File: config.mk
export PLATFORM = sky130hd
export DESIGN_NAME = pso_output_unit
export DESIGN_NICKNAME = d
export VERILOG_FILES = /design/src/pso_pkg.sv /design/src/pso_output_unit.sv /design/src/pso_frac_div.sv /design/src/pso_seq_div.sv
export SDC_FILE = /design/constraint.sdc
export NUM_CORES = 2
export LEC_CHECK = 0
export BUFFER_PORTS_ARGS = -buffer_cell sky130_fd_sc_hd__buf_2
export CAP_MARGIN = 20
export CORE_MARGIN = 5
export CORE_UTILIZATION = 30
export DETAILED_ROUTE_END_ITERATION = 10
export HOLD_SLACK_MARGIN = 0.06
export PLACE_DENSITY = 0.49
export SLEW_MARGIN = 0
export SYNTH_ARGS = -nofsm -noshare
export SYNTH_HDL_FRONTEND = slang
export SYNTH_SLANG_ARGS = --single-unit
File: constraint.sdc
create_clock -name hclk -period 16.8 [get_ports hclk]
set_input_delay 2.52 -clock hclk [delete_from_list [all_inputs] [get_ports hclk]]
set_output_delay 2.52 -clock hclk [all_outputs]
set_load 0.01 [all_outputs]
File: src/pso_pkg.sv
/*
 pso_pkg: constants, register map and types of the two-output pwm/stepper unit.
 assumes a 100 MHz bus clock and software access over ahb-lite.
*/
package pso_pkg;
  localparam int CLK_HZ = 100_000_000;
  localparam int REF_HZ = 16_000_000;
  localparam int CLK_STEP = CLK_HZ / 1_000_000;
  localparam int REF_STEP = REF_HZ / 1_000_000;
  localparam logic [26:0] HALF_CYCLE_NUM = 27'(CLK_HZ / 2);
  localparam logic [15:0] STEP_FREQ_MAX = 16'h1388;
  localparam logic [7:0] ADDR_CTRL = 8'h00;
  localparam logic [7:0] ADDR_PWM_FIRST_DUTY = 8'h04;
  localparam logic [7:0] ADDR_PWM_SECOND_DUTY = 8'h08;
  localparam logic [7:0] ADDR_PWM_PRESCALE = 8'h0c;
  localparam logic [7:0] ADDR_PWM_PERIOD = 8'h10;
  localparam logic [7:0] ADDR_STOP_PRESCALE = 8'h14;
  localparam logic [7:0] ADDR_STOP_PERIOD = 8'h18;
  localparam logic [7:0] ADDR_STOP_FIRST_DUTY = 8'h1c;
  localparam logic [7:0] ADDR_STOP_SECOND_DUTY = 8'h20;
  localparam logic [7:0] ADDR_STATUS = 8'h24;
  localparam int CTRL_MODE1_LSB = 0;
  localparam int CTRL_MODE2_LSB = 2;
  localparam int CTRL_OUT1 = 4;
  localparam int CTRL_OUT2 = 5;
  localparam int CTRL_STOP = 6;
  localparam int CTRL_HOLD = 7;
  localparam int CTRL_LOAD = 8;
  localparam int CTRL_W = 9;
  localparam logic [CTRL_W-1:0] CTRL_RESET = 9'h000;
  localparam logic [31:0] PARAM_RESET = 32'h0000_0000;
  localparam int STAT_READY = 0;
  localparam int STAT_ERROR = 1;
  localparam int STAT_OUT1 = 2;
  localparam int STAT_OUT2 = 3;
  typedef enum logic [1:0] {MODE_NORMAL, MODE_PWM, MODE_COMPARE, MODE_STEPPER} pso_mode_type;
  typedef enum logic [1:0] {PH_ACCEL, PH_RUN, PH_DECEL} pso_phase_type;
  typedef enum logic [2:0] {ST_IDLE, ST_CHECK, ST_CALC, ST_WAIT, ST_HIGH, ST_LOW} pso_step_type;
endpackage : pso_pkg

File: src/pso_output_unit.sv
/*
 pso_output_unit: two dedicated outputs in normal, pwm or compare mode, the first also in stepper mode,
 with an ahb-lite register slave.
 assumes fast counter totals come from logic on hclk; single word transfers only.
*/
`timescale 1ns/1ps
module pso_output_unit
  import pso_pkg::*;
(
  input wire logic hclk, // 100 MHz clock
  input wire logic hresetn, // async reset, low
  input wire logic hsel, // slave select
  input wire logic [31:0] haddr, // byte address
  input wire logic [1:0] htrans, // transfer type
  input wire logic hwrite, // write when high
  input wire logic [2:0] hsize, // word only
  input wire logic [31:0] hwdata, // write data
  input wire logic hready, // bus ready in
  input wire logic [31:0] fast_count_first, // first counter total
  input wire logic [31:0] fast_count_second, // second counter total
  output logic hreadyout, // slave ready
  output logic [31:0] hrdata, // read data
  output logic hresp, // always okay
  output logic first_dedicated_output, // first output pin
  output logic second_dedicated_output // second output pin
);
  typedef struct packed {
    logic [7:0] addr_q;
    logic wr_q;
    logic rd_q;
    logic hready;
    logic [31:0] hrdata;
    logic hresp;
    logic [CTRL_W-1:0] ctrl;
    logic [31:0] p1;
    logic [31:0] p2;
    logic [31:0] p3;
    logic [31:0] p4;
    logic [31:0] s_pre;
    logic [31:0] s_per;
    logic [31:0] s_d1;
    logic [31:0] s_d2;
    logic [31:0] pre_cnt;
    logic [31:0] per_cnt;
    logic arm1;
    logic arm2;
    logic out1;
    logic out2;
    pso_step_type st;
    pso_phase_type ph;
    logic [31:0] idx;
    logic [15:0] l_start;
    logic [15:0] l_run;
    logic [31:0] l_acc;
    logic [31:0] l_runc;
    logic [31:0] l_dec;
    logic [15:0] freq;
    logic [26:0] acc;
    logic div_go;
    logic run_d;
    logic sout;
    logic ready;
    logic error;
  } pso_state_type;

  pso_state_type r_reg;
  pso_state_type r_next;

  logic ref_tick;
  logic div_done;
  logic [47:0] div_q;
  logic [47:0] div_num;
  logic [31:0] div_den;
  logic [31:0] ph_cnt;
  logic [15:0] diff;

  // 16 MHz reference as an enable on the 100 MHz clock
  pso_frac_div #(
    .NUM(REF_STEP),
    .DEN(CLK_STEP)
  ) u_ref (
    .hclk(hclk),
    .hresetn(hresetn),
    .tick(ref_tick)
  );

  // ramp steps are far apart, so a slow serial divide is enough
  pso_seq_div #(
    .NW(48),
    .DW(32)
  ) u_div (
    .hclk(hclk),
    .hresetn(hresetn),
    .go(r_reg.div_go),
    .dividend(div_num),
    .divisor(div_den),
    .done(div_done),
    .quotient(div_q)
  );

  function automatic logic step_bad(input logic [31:0] f, input logic [31:0] a,
                                    input logic [31:0] d);
    logic bad;
    bad = 1'b0;
    if (f[31:16] == 16'h0000 || f[31:16] > STEP_FREQ_MAX) begin
      bad = 1'b1;
    end
    if (a == 32'h0000_0001 || d == 32'h0000_0001) begin
      bad = 1'b1;
    end
    if ((a != 32'h0000_0000 || d != 32'h0000_0000) &&
        (f[15:0] == 16'h0000 || f[15:0] > f[31:16])) begin
      bad = 1'b1;
    end
    return bad;
  endfunction : step_bad

  function automatic logic [31:0] read_val(input pso_state_type s);
    logic [31:0] v;
    v = 32'h0000_0000;
    if (s.addr_q == ADDR_CTRL) begin
      v[CTRL_W-1:0] = s.ctrl;
    end else if (s.addr_q == ADDR_PWM_FIRST_DUTY) begin
      v = s.p1;
    end else if (s.addr_q == ADDR_PWM_SECOND_DUTY) begin
      v = s.p2;
    end else if (s.addr_q == ADDR_PWM_PRESCALE) begin
      v = s.p3;
    end else if (s.addr_q == ADDR_PWM_PERIOD) begin
      v = s.p4;
    end else if (s.addr_q == ADDR_STOP_PRESCALE) begin
      v = s.s_pre;
    end else if (s.addr_q == ADDR_STOP_PERIOD) begin
      v = s.s_per;
    end else if (s.addr_q == ADDR_STOP_FIRST_DUTY) begin
      v = s.s_d1;
    end else if (s.addr_q == ADDR_STOP_SECOND_DUTY) begin
      v = s.s_d2;
    end else if (s.addr_q == ADDR_STATUS) begin
      v[STAT_READY] = s.ready;
      v[STAT_ERROR] = s.error;
      v[STAT_OUT1] = s.out1;
      v[STAT_OUT2] = s.out2;
    end
    return v;
  endfunction : read_val

  // divider operands follow the latched values of the current phase
  always_comb begin
    diff = r_reg.l_run - r_reg.l_start;
    if (r_reg.ph == PH_ACCEL) begin
      ph_cnt = r_reg.l_acc;
    end else if (r_reg.ph == PH_RUN) begin
      ph_cnt = r_reg.l_runc;
    end else begin
      ph_cnt = r_reg.l_dec;
    end
    div_num = {32'h0000_0000, diff} * {16'h0000, r_reg.idx};
    div_den = ph_cnt - 32'h0000_0001;
  end

  pso_mode_type mode1;
  pso_mode_type mode2;
  logic stop;
  logic use_stop;
  logic freeze;
  logic run_bit;
  logic [31:0] e_pre;
  logic [31:0] e_per;
  logic [31:0] e_d1;
  logic [31:0] e_d2;
  logic hi1;
  logic hi2;
  logic pwm1;
  logic pwm2;
  logic cmp1;
  logic cmp2;
  logic [26:0] acc_sum;

  always_comb begin
    r_next = r_reg;
    r_next.div_go = 1'b0;
    mode1 = pso_mode_type'(r_reg.ctrl[CTRL_MODE1_LSB+:2]);
    mode2 = pso_mode_type'(r_reg.ctrl[CTRL_MODE2_LSB+:2]);
    stop = r_reg.ctrl[CTRL_STOP];
    use_stop = stop && !r_reg.ctrl[CTRL_HOLD];
    freeze = stop && r_reg.ctrl[CTRL_HOLD];
    run_bit = r_reg.ctrl[CTRL_OUT1] && (mode1 == MODE_STEPPER);
    r_next.run_d = run_bit;
    acc_sum = r_reg.acc + {11'h000, r_reg.freq};

    // bus slave: writes land in the data phase, reads take one wait state
    r_next.wr_q = 1'b0;
    r_next.rd_q = 1'b0;
    r_next.hready = 1'b1;
    if (r_reg.wr_q) begin
      if (r_reg.addr_q == ADDR_CTRL) begin
        r_next.ctrl = hwdata[CTRL_W-1:0];
      end else if (r_reg.addr_q == ADDR_PWM_FIRST_DUTY) begin
        r_next.p1 = hwdata;
      end else if (r_reg.addr_q == ADDR_PWM_SECOND_DUTY) begin
        r_next.p2 = hwdata;
      end else if (r_reg.addr_q == ADDR_PWM_PRESCALE) begin
        r_next.p3 = hwdata;
      end else if (r_reg.addr_q == ADDR_PWM_PERIOD) begin
        r_next.p4 = hwdata;
      end else if (r_reg.addr_q == ADDR_STOP_PRESCALE) begin
        r_next.s_pre = hwdata;
      end else if (r_reg.addr_q == ADDR_STOP_PERIOD) begin
        r_next.s_per = hwdata;
      end else if (r_reg.addr_q == ADDR_STOP_FIRST_DUTY) begin
        r_next.s_d1 = hwdata;
      end else if (r_reg.addr_q == ADDR_STOP_SECOND_DUTY) begin
        r_next.s_d2 = hwdata;
      end
    end
    if (r_reg.rd_q) begin
      r_next.hrdata = read_val(r_reg);
    end
    if (hsel && htrans[1] && hready) begin
      r_next.addr_q = haddr[7:0];
      if (haddr[31:8] != 24'h00_0000) begin
        r_next.addr_q = 8'hff; // outside the map: reads zero, writes dropped
      end
      r_next.wr_q = hwrite;
      r_next.rd_q = !hwrite;
      r_next.hready = hwrite;
    end
    r_next.hresp = 1'b0;

    // pwm timebase, one counter shared by both channels
    if (use_stop) begin
      e_pre = r_reg.s_pre;
      e_per = r_reg.s_per;
      e_d1 = r_reg.s_d1;
      e_d2 = r_reg.s_d2;
    end else begin
      e_pre = r_reg.p3;
      e_per = r_reg.p4;
      e_d1 = r_reg.p1;
      e_d2 = r_reg.p2;
    end
    if (!freeze && ref_tick) begin
      if (r_reg.pre_cnt >= e_pre) begin
        r_next.pre_cnt = 32'h0000_0000;
        if ({1'b0, r_reg.per_cnt} + 33'h0_0000_0001 >= {1'b0, e_per}) begin
          r_next.per_cnt = 32'h0000_0000;
        end else begin
          r_next.per_cnt = r_reg.per_cnt + 32'h0000_0001;
        end
      end else begin
        r_next.pre_cnt = r_reg.pre_cnt + 32'h0000_0001;
      end
    end
    hi1 = (e_per != 32'h0000_0000) && (r_reg.per_cnt < e_d1);
    hi2 = (e_per != 32'h0000_0000) && (r_reg.per_cnt < e_d2);
    if (r_reg.ctrl[CTRL_LOAD]) begin
      r_next.arm1 = 1'b0;
      r_next.arm2 = 1'b0;
    end else begin
      if (r_reg.p4 != 32'h0000_0000 && r_reg.p1 != 32'h0000_0000) begin
        r_next.arm1 = 1'b1;
      end
      if (r_reg.p4 != 32'h0000_0000 && r_reg.p2 != 32'h0000_0000) begin
        r_next.arm2 = 1'b1;
      end
    end
    if (freeze) begin
      pwm1 = r_reg.out1;
      pwm2 = r_reg.out2;
    end else if (use_stop) begin
      pwm1 = hi1;
      pwm2 = hi2;
    end else begin
      pwm1 = r_reg.arm1 && hi1;
      pwm2 = r_reg.arm2 && hi2;
    end

    // counter compare, zero preset keeps the output low
    cmp1 = (r_reg.p1 != 32'h0000_0000) && (fast_count_first >= r_reg.p1);
    cmp2 = (r_reg.p2 != 32'h0000_0000) && (fast_count_second >= r_reg.p2);

    // stepper sequencer
    case (r_reg.st)
      ST_IDLE: begin
        r_next.sout = 1'b0;
        r_next.ready = 1'b1;
        if (run_bit && !r_reg.run_d && !stop) begin
          if (step_bad(r_reg.p1, r_reg.p2, r_reg.p4)) begin
            r_next.error = 1'b1;
          end else begin
            r_next.error = 1'b0;
            r_next.l_start = r_reg.p1[15:0];
            r_next.l_run = r_reg.p1[31:16];
            r_next.l_acc = r_reg.p2;
            r_next.l_runc = r_reg.p3;
            r_next.l_dec = r_reg.p4;
            r_next.ph = PH_ACCEL;
            r_next.idx = 32'h0000_0000;
            r_next.ready = 1'b0;
            r_next.st = ST_CHECK;
          end
        end
      end
      ST_CHECK: begin
        if (r_reg.idx == ph_cnt) begin
          r_next.idx = 32'h0000_0000;
          if (r_reg.ph == PH_ACCEL) begin
            r_next.ph = PH_RUN;
          end else if (r_reg.ph == PH_RUN) begin
            r_next.ph = PH_DECEL;
          end else begin
            r_next.st = ST_IDLE;
            r_next.ready = 1'b1;
          end
        end else begin
          r_next.st = ST_CALC;
        end
      end
      ST_CALC: begin
        if (r_reg.ph == PH_RUN) begin
          r_next.freq = r_reg.l_run;
          r_next.acc = 27'h000_0000;
          r_next.sout = 1'b1;
          r_next.st = ST_HIGH;
        end else begin
          r_next.div_go = 1'b1;
          r_next.st = ST_WAIT;
        end
      end
      ST_WAIT: begin
        if (div_done) begin
          if (r_reg.ph == PH_ACCEL) begin
            r_next.freq = r_reg.l_start + div_q[15:0];
          end else begin
            r_next.freq = r_reg.l_run - div_q[15:0];
          end
          r_next.acc = 27'h000_0000;
          r_next.sout = 1'b1;
          r_next.st = ST_HIGH;
        end
      end
      ST_HIGH: begin
        if (acc_sum >= HALF_CYCLE_NUM) begin
          r_next.acc = 27'h000_0000;
          r_next.sout = 1'b0;
          r_next.st = ST_LOW;
        end else begin
          r_next.acc = acc_sum;
        end
      end
      ST_LOW: begin
        if (acc_sum >= HALF_CYCLE_NUM) begin
          r_next.acc = 27'h000_0000;
          r_next.idx = r_reg.idx + 32'h0000_0001;
          r_next.st = ST_CHECK;
        end else begin
          r_next.acc = acc_sum;
        end
      end
      default: begin
        r_next.st = ST_IDLE;
      end
    endcase
    if (r_reg.st != ST_IDLE) begin
      if (stop) begin
        r_next.st = ST_IDLE;
        r_next.sout = 1'b0;
        r_next.ready = 1'b1;
      end else if (!run_bit) begin
        r_next.st = ST_IDLE;
        r_next.sout = 1'b0;
        r_next.error = 1'b1;
        r_next.ready = 1'b1;
      end
    end

    // output selection per channel
    case (mode1)
      MODE_NORMAL: r_next.out1 = r_reg.ctrl[CTRL_OUT1];
      MODE_PWM: r_next.out1 = pwm1;
      MODE_COMPARE: r_next.out1 = cmp1;
      default: r_next.out1 = r_next.sout && !stop;
    endcase
    if (mode1 == MODE_STEPPER) begin
      r_next.out2 = r_reg.ctrl[CTRL_OUT2];
    end else begin
      case (mode2)
        MODE_PWM: r_next.out2 = pwm2;
        MODE_COMPARE: r_next.out2 = cmp2;
        default: r_next.out2 = r_reg.ctrl[CTRL_OUT2];
      endcase
    end
  end

  always_ff @(posedge hclk or negedge hresetn) begin
    if (!hresetn) begin
      r_reg <= '0;
      r_reg.hready <= 1'b1;
      r_reg.ready <= 1'b1;
      r_reg.ctrl <= CTRL_RESET;
      r_reg.p1 <= PARAM_RESET;
      r_reg.st <= ST_IDLE;
      r_reg.ph <= PH_ACCEL;
    end else begin
      r_reg <= r_next;
    end
  end

  assign hreadyout = r_reg.hready;
  assign hrdata = r_reg.hrdata;
  assign hresp = r_reg.hresp;
  assign first_dedicated_output = r_reg.out1;
  assign second_dedicated_output = r_reg.out2;
endmodule : pso_output_unit

File: src/pso_frac_div.sv
/*
 pso_frac_div: fractional divider giving a one-cycle enable at num/den of the clock.
 assumes num below den; the pulse spacing jitters by one cycle.
*/
`timescale 1ns/1ps
module pso_frac_div #(
  parameter int NUM = 16,
  parameter int DEN = 100
) (
  input wire logic hclk, // bus clock
  input wire logic hresetn, // async reset, low
  output logic tick // one-cycle enable
);
  localparam int AW = $clog2(DEN) + 1;
  typedef struct packed {
    logic [AW-1:0] acc;
    logic tick;
  } pso_fd_type;
  pso_fd_type r_reg;
  pso_fd_type r_next;
  logic [AW:0] sum;

  always_comb begin
    r_next = r_reg;
    sum = {1'b0, r_reg.acc} + (AW+1)'(NUM);
    r_next.tick = 1'b0;
    if (sum >= (AW+1)'(DEN)) begin
      sum = sum - (AW+1)'(DEN);
      r_next.tick = 1'b1;
    end
    r_next.acc = sum[AW-1:0];
  end

  always_ff @(posedge hclk or negedge hresetn) begin
    if (!hresetn) begin
      r_reg <= '0;
    end else begin
      r_reg <= r_next;
    end
  end

  assign tick = r_reg.tick;
endmodule : pso_frac_div

File: src/pso_seq_div.sv
/*
 pso_seq_div: serial restoring divider, one quotient bit per clock.
 assumes divisor non-zero and go only while idle; done pulses once.
*/
`timescale 1ns/1ps
module pso_seq_div #(
  parameter int NW = 48,
  parameter int DW = 32
) (
  input wire logic hclk, // bus clock
  input wire logic hresetn, // async reset, low
  input wire logic go, // start pulse
  input wire logic [NW-1:0] dividend, // numerator
  input wire logic [DW-1:0] divisor, // denominator
  output logic done, // result pulse
  output logic [NW-1:0] quotient // result
);
  localparam int CW = $clog2(NW + 1);
  typedef struct packed {
    logic busy;
    logic done;
    logic [CW-1:0] cnt;
    logic [DW:0] rem;
    logic [NW-1:0] quo;
    logic [DW-1:0] den;
  } pso_dv_type;
  pso_dv_type r_reg;
  pso_dv_type r_next;
  logic [DW:0] sh;

  always_comb begin
    r_next = r_reg;
    r_next.done = 1'b0;
    sh = {r_reg.rem[DW-1:0], r_reg.quo[NW-1]};
    if (go && !r_reg.busy) begin
      r_next.busy = 1'b1;
      r_next.cnt = CW'(NW);
      r_next.rem = '0;
      r_next.quo = dividend;
      r_next.den = divisor;
    end else if (r_reg.busy) begin
      r_next.quo = {r_reg.quo[NW-2:0], 1'b0};
      if (sh >= {1'b0, r_reg.den}) begin
        sh = sh - {1'b0, r_reg.den};
        r_next.quo[0] = 1'b1;
      end
      r_next.rem = sh;
      r_next.cnt = r_reg.cnt - 1'b1;
      if (r_reg.cnt == CW'(1)) begin
        r_next.busy = 1'b0;
        r_next.done = 1'b1;
      end
    end
  end

  always_ff @(posedge hclk or negedge hresetn) begin
    if (!hresetn) begin
      r_reg <= '0;
    end else begin
      r_reg <= r_next;
    end
  end

  assign done = r_reg.done;
  assign quotient = r_reg.quo;
endmodule : pso_seq_div

==> summary by stage <==
Outcome
The run finished with clean final reports.

Logic synthesis
The cell type contributing the most total cell area after synthesis is dfrtp_1. By area the synthesized netlist is led by dfrtp_1 30%, fa_1 14%, ha_1 9.1%. The number of standard cells after synthesis is 6575. The number of distinct library cells after synthesis is 86.

Among all flip-flop cells after synthesis, the most frequent one is dfrtp_1. After synthesis the netlist holds a flip-flop and latch count of between 700 and 800. The post-synthesis instance area is 60400 um2. For this run, the register share of the synthesized area comes to 0.297.

The total number of yosys warnings is 0. The post-synth net total is 7573. The average instance in the mapped netlist occupies a little over 9 um2. The number of enable flip-flop cells after synthesis is 0. The fraction of synthesis flops using an asynchronous set or reset pin is 1.00. The share of synthesized area in the top cell type comes to 0.296.

Pwr
The clock group share of total power is 0.306. VDD sags by at most 0.000295 V. Summed over all cells, the static leakage comes to 32.6 nW. Of the total power, registers draw 0.312. The switching power is approximately 0.0028 W. For this design the ratio of total power to cell area is 102 nW/um2. The part of the total power dissipated in combinational logic is 0.382. The internal power of the cells totals 0.00404 W. The switching share of power is 0.409.

Drt
After detailed routing, the average wire length per cell comes to 22.9 um. After detailed routing, the total wire length is 213000 um. Detailed routing placed a total of 9820 um of wire on met3. The post-detailed-route count of antenna-violating nets is 0. The number of vias in the routed layout is between 40000 and 50000. For this run, design rule violations remaining after detail routing come to 0. The detailed-router iteration count before antenna repair is 6.

The DRC violation total after the first TritonRoute iteration is 3504. The post-route met1 wirelength is 91800 um. The total met2 wirelength after detailed routing is 102000 um. The number of vias per cell is 5.21.

Signal routing reaches up to met5.

CTS
TritonCTS built the clock tree. The number of gates resized after cts is 0. The number of setup buffers added after CTS is 0. The clock latency of the later-clocked register in the worst-skew pair is 0.73 ns. The maximum number of buffers from clock root to sink is 3.

The clock transition time at the flip-flop clock pins of the worst setup and hold paths is 0.06 ns. The number of buffers added to fix hold violations after cts is 0. In this run, CTS created clock tree buffers numbering 91. The sink count of the clock tree is 716. The clock root buffer is clkbuf_16. In this run the number of H-tree levels came out at 3.

STA
Counting I/O delays and the setup requirement, the final critical path takes 10.47 ns. For this run, the top clock speed supported by timing is about 96 MHz. The hold violation total from the final report is 0. After layout, the worst setup slack is roughly 6.3 ns. The setup TNS after final layout is 0 ns. In the finished design, the share of the clock period the worst path needs comes to 0.623.

The final max-slew violation count is 0. The normalized max-slew margin is 0.170. Setup repair after global routing left no endpoint under its margin. Setup violations remaining at the end of the flow were counted as 0. Clock skew on the completed layout was measured at 0.0389 ns. The transition at the pin with the smallest max-transition slack is 1.23 ns.

Die
For this configuration, the core starts out at a cell density of 0.302. The row count is 164. The count of boundary I/O pins is ~170. The height of the die is 459 um. The die outline width is 459 um. The standard cell core area is 200000 um2.

The die covers between 200000 and 250000 um2.

Place
Input and output buffers added on the ports amount to 168. Before CTS, the worst setup slack after placement is 6.38 ns. The final estimated routing congestion in global placement is a little over 0.9. The HPWL reported at the end of detailed placement is 159000 um.

Final layout
Leaving out fill and tap cells, the most frequent cells in the layout are 720 x inv_1, 720 x nand2_1, 708 x dfrtp_1. Once layout is complete, the utilization of the core stands at 0.336. The register with the most flip-flops in the layout has 550 of them.

Relative to the synthesized area, the layout overhead comes to 11.4%. The layout cell share with drive strength beyond 1 is 0.126. The final layout contains around 7600 nets.

GRT
The global-route wire length before repair is 322000 um. For this run the aggregate overflow at the end of global routing stands at 0. For this run, the total global-route usage over all layers was measured as 0.201.

The via count of the first global-routing pass is 49421. The pin count of the biggest net entering global routing is 119. The number of antenna violations at the first check in global routing was 26.

Critical path
Data on the critical path is required at its endpoint by 17.37 ns. The kind of capture point of the worst setup path is a register. On the critical path, the stage with the largest delay is an instance of fa_1.

Data on the critical path arrives at its endpoint at 11.04 ns. In this run the worst path has a maximum fanout of 32. The worst stage delay on the critical path is 0.55 ns. The buffering stage count on the worst path with inverters included is 5. The category of the worst setup path launch point is a register. The family with the most delay on the worst path is adder cells. Counting stages on the worst path, the most repeated cell is fa_1.

The critical path class is reg -> reg.

Min path
The type of the most critical hold path is reg -> reg.

Job
Across the run, the number of max-cap violations was 0.
-- logic make-up after synthesis --
logic type               share of synthesized area
AND/OR/NAND/NOR                              0.139
buffers and inverters                       0.0710
XOR/XNOR                                    0.0351
other                                    0.0000621
flip-flops                                   0.297
multiplexers                                0.0855
adder cells (fa/ha/maj)                      0.231
AO/OA/AOI/OAI                                0.142
-- metal layers --
layer,track usage,vias to the layer above
met2,0.341,1162
li1,-,22272
met4,0.0831,20
met5,0,-
met1,0.261,24623
met3,0.0237,357
-- worst register-to-register path: cells and delay by family (launching register included) --
family                   cells  cell delay [ns]
buffers and inverters        5             0.71
flip-flops                   1             0.38
XOR/XNOR                     2             0.30
adder cells (fa/ha/maj)      9             4.01
AO/OA/AOI/OAI               16             4.03
AND/OR/NAND/NOR              4             0.91
-- power groups by stage --
stage	sequential (W)	combinational, W	clock (W)
after global placement	0.00216	0.00258	0
final	0.00213	0.00261	0.00209
after CTS	0.00213	0.00263	0.00214
after floorplan	0.00206	0.00178	0
after global routing	0.00216	0.00289	0.00221
after detailed placement	0.00216	0.00262	0
-- cells in the mapped netlist (9+ instances only) --
| library cell | instances |
|---|---|
| nand2_1 | 721 |
| inv_1 | 720 |
| dfrtp_1 | 714 |
| o21ai_0 | 443 |
| ha_1 | 437 |
| fa_1 | 423 |
| a21oi_1 | 419 |
| nor2_1 | 363 |
| mux2_2 | 334 |
| clkbuf_1 | 306 |
| xnor2_1 | 139 |
| and2_1 | 138 |
| mux2i_1 | 131 |
| a21o_1 | 126 |
| nand3_1 | 112 |
| xor2_1 | 103 |
| nand4_1 | 72 |
| nand2b_1 | 69 |
| and3_1 | 60 |
| nor3_1 | 58 |
| o31ai_1 | 57 |
| nor2b_1 | 54 |
| nor4_1 | 39 |
| a211oi_1 | 34 |
| a22o_1 | 34 |
| buf_4 | 34 |
| a22oi_1 | 33 |
| o21a_1 | 32 |
| a221oi_1 | 29 |
| nor3b_1 | 25 |
| a31oi_1 | 22 |
| buf_1 | 22 |
| o211ai_1 | 21 |
| or3_1 | 19 |
| buf_2 | 17 |
| o21bai_1 | 14 |
| o41ai_1 | 13 |
| o22ai_1 | 12 |
| or4_1 | 12 |
| or2_2 | 11 |
| a21boi_0 | 10 |
| a222oi_1 | 10 |
| and4_1 | 9 |
| or3b_2 | 9 |
-- metrics by stage --
stage / cells / instance area [um2] / hold WS (ns) / total power, W
floorplan: 6575 / 60400 / 0.440 / 0.00384
CTS: 9294 / 67200 / 0.483 / 0.00689
finish: 9305 / 67300 / 0.477 / 0.00683
global placement: 9122 / 64000 / 0.460 / 0.00474
detailed placement: 9123 / 64000 / 0.469 / 0.00478
global route: 9299 / 67200 / 0.494 / 0.00725
-- final timing paths --
check / slack (ns) / depth (start not counted) / startpoint / endpoint
setup / recovery: 6.33 / 36 / r_reg[144] / u_div.quotient[41]
hold / removal: 0.48 / 2 / u_div.r_reg[18] / u_div.r_reg[18]
setup reg to reg: 6.33 / 36 / r_reg[144] / u_div.quotient[41]
hold reg to reg: 0.48 / 2 / u_div.r_reg[18] / u_div.r_reg[18]
max in group asynchronous: 11.97 / 4 / hresetn / r_reg[580]
min in group asynchronous: 1.89 / 1 / hresetn / r_reg[461]
-- layout make-up --
type                       instances  area, um2
antenna                            8       20.0
clock inverter                    43        576
clock buffer                     128       2580
multi-input combinational       4758      38400
fill                           20646     133000
sequential                       716      17900
timing repair buffer             275       1730
tap                             2656       3320
inverter                         721       2710
Power figures use the tool's default switching activity.
